[src/rtl/adcdc_consts.vh]
`ifndef ADCDC_CONSTS_VH
`define ADCDC_CONSTS_VH
// result width in bits
`define ADCDC_DATA_W 18
// conversion time in ns and its cycle count at 50 MHz
`define ADCDC_CONV_NS 2000
`define ADCDC_CLK_MHZ 50
`define ADCDC_CONV_CYC ((`ADCDC_CONV_NS * `ADCDC_CLK_MHZ + 999) / 1000)
// states
`define ADCDC_ST_IDLE 2'h0
`define ADCDC_ST_CONV 2'h1
`define ADCDC_ST_SHIFT 2'h2
`define ADCDC_ST_CSM 2'h3
`endif

[src/rtl/adcdc_readout.v]
// Function
// - chain input low at start selects chain mode
// - chain input high at start selects select mode
// - both inputs low drive chain output low
// - start edge with input low starts conversion
// - conversion runs on internal clock only
// - no indicator: MSB shown at conversion end
// - each falling edge shifts input in, next out, bar the first with indicator
// - indicator: output driven high at conversion end
// - upstream indicator bits are not passed on
// - output stays valid across both clock edges
`timescale 1ns/1ps
`default_nettype none
`include "adcdc_consts.vh"
module adcdc_readout #(
    parameter DATA_W = `ADCDC_DATA_W,
    parameter CONV_CYC = `ADCDC_CONV_CYC
) (
    // clock and reset
    input wire CLK_I,
    input wire RESETN_I,
    // link pins
    input wire CONVERSION_START_I,
    input wire SERIAL_CLOCK_I,
    input wire SERIAL_CHAIN_INPUT_I,
    output wire SERIAL_CHAIN_OUTPUT_O,
    output wire SERIAL_CHAIN_OUTPUT_OE_O,
    // converter core
    input wire [DATA_W-1:0] RESULT_I,
    output wire SAMPLE_O,
    // status
    output wire CHAIN_MODE_O,
    output wire BUSY_MODE_O,
    output wire CONV_BUSY_O
);
// synchronised pins
wire cnv_s;
wire sck_s;
wire sdi_s;

adcdc_sync u_sync_cnv (
    .clk_i(CLK_I),
    .resetn_i(RESETN_I),
    .d_i(CONVERSION_START_I),
    .q_o(cnv_s)
);
adcdc_sync u_sync_sck (
    .clk_i(CLK_I),
    .resetn_i(RESETN_I),
    .d_i(SERIAL_CLOCK_I),
    .q_o(sck_s)
);
adcdc_sync u_sync_sdi (
    .clk_i(CLK_I),
    .resetn_i(RESETN_I),
    .d_i(SERIAL_CHAIN_INPUT_I),
    .q_o(sdi_s)
);

// phase codes
localparam [1:0] ST_IDLE = `ADCDC_ST_IDLE;
localparam [1:0] ST_CONV = `ADCDC_ST_CONV;
localparam [1:0] ST_SHIFT = `ADCDC_ST_SHIFT;
localparam [1:0] ST_CSM = `ADCDC_ST_CSM;

// phase and mode
reg [1:0] state_ff;
reg [1:0] nxt_state;
reg chain_ff;
reg nxt_chain;
reg busy_mode_ff;
reg nxt_busy_mode;
reg sample_ff;
reg nxt_sample;
// edge detect delays
reg cnv_d_ff;
reg sck_d_ff;
// conversion timer
reg [15:0] cnt_ff;
reg [15:0] nxt_cnt;
// result word and pending indicator bit
reg [DATA_W-1:0] sh_ff;
reg [DATA_W-1:0] nxt_sh;
reg ind_ff;
reg nxt_ind;
// pin driver
reg sdo_ff;
reg nxt_sdo;
reg sdo_oe_ff;
reg nxt_sdo_oe;

// high for one cycle when a level goes from low to high
function edge_up;
    input cur;
    input prev;
    begin
        edge_up = cur & ~prev;
    end
endfunction

wire cnv_rise = edge_up(cnv_s, cnv_d_ff);
// a fall of the serial clock is a rise of its inverse
wire sck_fall = edge_up(sck_d_ff, sck_s);
wire conv_done = (cnt_ff == 16'h0001);

// edge detect delays
always @(posedge CLK_I or negedge RESETN_I) begin
    if (!RESETN_I) begin
        cnv_d_ff <= 1'b0;
        sck_d_ff <= 1'b0;
    end else begin
        cnv_d_ff <= cnv_s;
        sck_d_ff <= sck_s;
    end
end

// mode capture at the start edge and phase sequencing
always @* begin
    nxt_state = state_ff;
    nxt_chain = chain_ff;
    nxt_busy_mode = busy_mode_ff;
    nxt_sample = 1'b0;
    case (state_ff)
        ST_IDLE: begin
            if (cnv_rise) begin
                nxt_sample = 1'b1;
                nxt_busy_mode = sck_s;
                if (!sdi_s) begin
                    nxt_chain = 1'b1;
                    nxt_state = ST_CONV;
                end else begin
                    nxt_chain = 1'b0;
                    nxt_state = ST_CSM;
                end
            end
        end
        ST_CONV: begin
            // only the timer ends this phase
            if (conv_done)
                nxt_state = ST_SHIFT;
        end
        ST_SHIFT: begin
            // start going low ends the readout
            if (!cnv_s)
                nxt_state = ST_IDLE;
        end
        ST_CSM: begin
            // no readout in select mode; start going low ends this phase
            if (!cnv_s)
                nxt_state = ST_IDLE;
        end
        default: nxt_state = ST_IDLE;
    endcase
end

// conversion timer, loaded at the start edge, blind to the serial clock
always @* begin
    nxt_cnt = cnt_ff;
    if (state_ff == ST_IDLE && cnv_rise)
        nxt_cnt = CONV_CYC[15:0];
    else if (state_ff == ST_CONV)
        nxt_cnt = cnt_ff - 16'h0001;
end

// result and indicator loaded at conversion end, shifted on falls
always @* begin
    nxt_sh = sh_ff;
    nxt_ind = ind_ff;
    if (state_ff == ST_CONV && conv_done) begin
        nxt_sh = RESULT_I;
        nxt_ind = busy_mode_ff;
    end else if (state_ff == ST_SHIFT && sck_fall) begin
        if (ind_ff) begin
            // first fall only drops our indicator; the upstream
            // indicator on the chain input now is never taken in
            nxt_ind = 1'b0;
        end else begin
            nxt_sh = {sh_ff[DATA_W-2:0], sdi_s};
        end
    end
end

// pin driver: data in readout, low while both inputs low, else off
always @* begin
    nxt_sdo = 1'b0;
    nxt_sdo_oe = 1'b0;
    if (state_ff == ST_SHIFT) begin
        // changes only a few cycles after a fall, so it stands
        // across the following rise and up to the next fall
        nxt_sdo = ind_ff ? 1'b1 : sh_ff[DATA_W-1];
        nxt_sdo_oe = 1'b1;
    end else if (!cnv_s && !sdi_s) begin
        nxt_sdo_oe = 1'b1;
    end
end

// phase and mode registers
always @(posedge CLK_I or negedge RESETN_I) begin
    if (!RESETN_I) begin
        state_ff <= ST_IDLE;
        chain_ff <= 1'b0;
        busy_mode_ff <= 1'b0;
        sample_ff <= 1'b0;
    end else begin
        state_ff <= nxt_state;
        chain_ff <= nxt_chain;
        busy_mode_ff <= nxt_busy_mode;
        sample_ff <= nxt_sample;
    end
end

// timer and shift registers
always @(posedge CLK_I or negedge RESETN_I) begin
    if (!RESETN_I) begin
        cnt_ff <= 16'h0000;
        sh_ff <= {DATA_W{1'b0}};
        ind_ff <= 1'b0;
    end else begin
        cnt_ff <= nxt_cnt;
        sh_ff <= nxt_sh;
        ind_ff <= nxt_ind;
    end
end

// pin registers
always @(posedge CLK_I or negedge RESETN_I) begin
    if (!RESETN_I) begin
        sdo_ff <= 1'b0;
        sdo_oe_ff <= 1'b0;
    end else begin
        sdo_ff <= nxt_sdo;
        sdo_oe_ff <= nxt_sdo_oe;
    end
end

assign SERIAL_CHAIN_OUTPUT_O = sdo_ff;
assign SERIAL_CHAIN_OUTPUT_OE_O = sdo_oe_ff;
assign SAMPLE_O = sample_ff;
assign CHAIN_MODE_O = chain_ff;
assign BUSY_MODE_O = busy_mode_ff;
assign CONV_BUSY_O = (state_ff == ST_CONV);
endmodule // adcdc_readout
`default_nettype wire

[src/rtl/adcdc_sync.v]
`timescale 1ns/1ps
`default_nettype none
// two-stage synchroniser for a pin input
module adcdc_sync (
    // clock and reset
    input wire clk_i,
    input wire resetn_i,
    // pin side
    input wire d_i,
    // clock side
    output wire q_o
);
reg s1_ff;
reg s2_ff;

// first stage feeds only the second
always @(posedge clk_i or negedge resetn_i) begin
    if (!resetn_i) begin
        s1_ff <= 1'b0;
        s2_ff <= 1'b0;
    end else begin
        s1_ff <= d_i;
        s2_ff <= s1_ff;
    end
end

assign q_o = s2_ff;
endmodule // adcdc_sync
`default_nettype wire

[config.mk]
export PLATFORM = sky130hd
export DESIGN_NAME = adcdc_readout
export DESIGN_NICKNAME = d
export VERILOG_FILES = /design/src/rtl/adcdc_readout.v /design/src/rtl/adcdc_sync.v
export VERILOG_INCLUDE_DIRS = /design/src /design/src/rtl
export SDC_FILE = /design/constraint.sdc
export NUM_CORES = 1
export LEC_CHECK = 0
export BUFFER_PORTS_ARGS = -buffer_cell sky130_fd_sc_hd__buf_2
export CORE_MARGIN = 2
export CORE_UTILIZATION = 36
export CTS_CLUSTER_DIAMETER = 100
export DETAILED_ROUTE_END_ITERATION = 12
export GPL_ROUTABILITY_DRIVEN = 0
export PLACE_DENSITY = 0.59
export REMOVE_ABC_BUFFERS = 1
export SYNTH_ARGS = -nofsm -noshare
export SYNTH_HDL_FRONTEND = slang
export SYNTH_SLANG_ARGS = --single-unit
[constraint.sdc]
create_clock -name CLK_I -period 5.9 [get_ports CLK_I]
set_clock_uncertainty 0.15 [all_clocks]
set_input_delay 0.59 -clock CLK_I [delete_from_list [all_inputs] [get_ports CLK_I]]
set_output_delay 0.59 -clock CLK_I [all_outputs]
set_load 0.01 [all_outputs]
==> results by group <==
Outcome
  • Status: complete, no violations

Pwr
  • PnR Total Power: 0.9563 mW
  • PwrDens: 386.6 nW/um^2
  • Switching pwr: 0.2985 mW
  • Switching Share: 31.21%
  • Gate power share: 22.7%
  • Clk pwr share: 24.6%
  • Max IR drop VDD: 266.4 uV
  • Static Leakage: 1.123 nW
  • Sequential Power Share: 52.8%
  • P_int: 0.6578 mW

Logic synthesis
  • Post-synthesis adder-cell area fraction: 1.137%
  • Largest family of logic cells by synthesized area: simple AND/OR/NAND/NOR gates
  • Mux contribution to synthesized area: 3.240%
  • Post-synthesis xor/xnor area fraction: 0.7959%
  • Post-synth top flop: dfrtp_1
  • Post-Synth Simple-Gate Area: 19.73%
  • Post-synth EDFFs: 0
  • Syn Area/Cell: 12.16 sq um
  • Synthesized area: 2201 sq um
  • Count of cell types in the netlist: 44
  • Sequential area share after synthesis: 56.85%
  • Synth Area in Compound Gates: 14.21%
  • Synthesis Warnings: 0
  • Synth Register Bits: 50
  • Mapped Cells: 181
  • Synth async-reset ratio: 100.0%

Timing
  • Max-slew headroom: 29.14%
  • Final Hold Vio Count: 0
  • RSZ-0062 raised after global routing: false
  • Final TNS setup: 0 ps
  • Measured slew at the worst slew-check pin: 1063 ps
  • Worst setup margin: 3741 ps
  • Fmax: 0.4632 GHz
  • Final period util: 36.60%
  • Final Critical Period: 2159 ps
  • Setup violators final: 0
  • Hold slack: 202.4 ps
  • Slew Viols, Final: 0

Setup path
  • Maximum fanout along the worst path: 8
  • CP required: 5160 ps
  • CP endpoint kind: output pin
  • CP Launch Type: register
  • Arrival time at the worst endpoint: 1420 ps
  • Crit path kind: register to output pin

Finish
  • Synth-to-Final Area Change: 12.39%
  • Filler Cells Inserted: 559
  • Final instance area: 2474 sq um
  • Largest Register: sh_ff
  • Max reg flops: 18
  • Diodes inserted: 0
  • Nets: 233
  • Largest regs: sh_ff x18, cnt_ff x16, state_ff x2
  • Core Util, Final: 41.78%
  • Layout cells sized above 1: 29.33%
  • Layout Cells excl Fill: 283

Clock network
  • Resized cells post-CTS: 0
  • CTS tree: yes
  • CTS Root Cell: clkbuf_8
  • Total CTS buffers: 5
  • Skew-Pair Late Insertion Delay: 300 ps
  • Htree depth: 2
  • # hold bufs at CTS: 0
  • Post-CTS setup buffers: 0
  • Clock transition at the registers of the reported paths: 90 ps
  • Clock Path Buffers: 2
  • TritonCTS Sinks: 50

Floorplanning
  • Starting Density: 37.17%
  • Core Area: 5921 sq um
  • Top Ports: 29
  • Die width: 82.19 um
  • Chip Height: 82.19 um
  • Die Area: 6755 sq um
  • Row count: 28

Global route
  • Largest net degree at the start of global routing: 51
  • GR met1 Demand/Resource: 17.47%
  • Global-route wire length before repair: 6706 um
  • GRT Util Overall: 13.08%
  • Global route hottest layer: met2
  • Number of global-route vias before repair: 1426
  • Initial antenna violation count: 0
  • GRT met3 Usage: 3.913%
  • Global route overflow: 0
  • Routing usage on met2: 19.68%

Placed design
  • Dpl cell area: 2366 sq um
  • Detailed Place HPWL: 2603 um
  • Dpl cells: 276
  • Pre-CTS setup slack: 3899 ps
  • IO buf count: 28

Min path
  • Min-delay worst type: register to register

Routing
  • Via count: 1482
  • Pre-Repair DR Iteration Count: 4
  • WL final: 3864 um
  • DRT iter0 DRCs: 99
  • Antenna-violating nets left: 0
  • Wirelength per Cell: 13.65 um
  • Via density: 5.237
  • DRC Markers: 0

Run
  • Max-cap viol count: 0
[cell type report]
cell class                 count  area (sq um)  area share (%)
clock inverter                 2         38.79           1.568
tap                           75         93.84           3.794
timing repair buffer          28         140.1           5.665
inverter                       5         20.02          0.8093
sequential                    50          1251           50.58
clock buffer                   5         68.82           2.782
multi-input combinational    118         860.8           34.80
[cells by family after synthesis]
kind of cell	after synthesis
AND/OR/NAND/NOR	69
XOR/XNOR	2
multiplexers	7
adder cells (fa/ha/maj)	2
AO/OA/AOI/OAI	38
flip-flops	50
buffers and inverters	13
[worst max-delay path, cell delays in order (launching register included)]
cell and delay, ps:
dfrtp_1 470, or2b_2 380, clkinv_2 120, buf_2 140
[power groups by stage]
stage	clock network, mW	registers [mW]	logic, mW
after floorplan	0	0.495	0.158
after global placement	0	0.509	0.214
after detailed placement	0	0.510	0.220
after CTS	0.241	0.505	0.222
after global routing	0.255	0.519	0.248
final	0.235	0.505	0.217
[cell usage after synthesis (2+ instances only)]
master,count,area share [%]
nand2_1,14,2.4
and2_2,10,3.4
nor4_1,2,0.57
clkbuf_1,2,0.34
nand2b_1,2,0.57
a21oi_1,2,0.45
nand3_1,11,2.5
nor3_1,4,0.91
dfrtp_1,50,57
a221o_1,10,4.5
or4_1,2,0.68
and2_1,6,1.7
o21ai_0,11,2.5
buf_6,5,2.6
nor2_1,5,0.85
inv_1,4,0.68
a221o_2,6,3.1
mux2i_1,6,2.7
o311ai_0,2,0.80
o41ai_1,2,0.80
ha_1,2,1.1
[cell usage in the layout, fill, tap and decap left out, drive strengths merged, types with 2 or more instances in the layout]
cell | Yosys | final
a21oi | 3 | 3
a221o | 16 | 16
and2 | 17 | 17
buf | 5 | 28
clkbuf | 3 | 5
clkinv | 1 | 2
dfrtp | 50 | 50
ha | 2 | 2
inv | 4 | 4
mux2i | 6 | 6
nand2 | 14 | 14
nand2b | 2 | 2
nand3 | 11 | 11
nor2 | 6 | 6
nor3 | 5 | 5
nor4 | 4 | 4
o21ai | 11 | 11
o311ai | 2 | 2
o41ai | 2 | 2
or4 | 2 | 2
[routing by layer]
| layer | vias to the layer above | share of wire, % |
|---|---|---|
| li1 | 719 | - |
| met1 | 736 | 50 |
| met2 | 20 | 44 |
| met3 | 7 | 3.4 |
| met4 | 0 | 2.0 |
| met5 | - | 0 |
[final timing paths]
kind / start / end / slack, ps / depth (start not counted)
worst max-delay path: state_ff[1] / CONV_BUSY_O / 3740 / 3
worst min-delay path: u_sync_cnv.s1_ff / u_sync_cnv.q_o / 200 / 0
worst max register to register: cnt_ff[0] / sh_ff[11] / 3890 / 5
worst min register to register: u_sync_cnv.s1_ff / u_sync_cnv.q_o / 200 / 0
max in group asynchronous: RESETN_I / u_sync_cnv.q_o / 4620 / 1
min in group asynchronous: RESETN_I / cnt_ff[7] / 340 / 1
(Power assumes the default switching activity.)
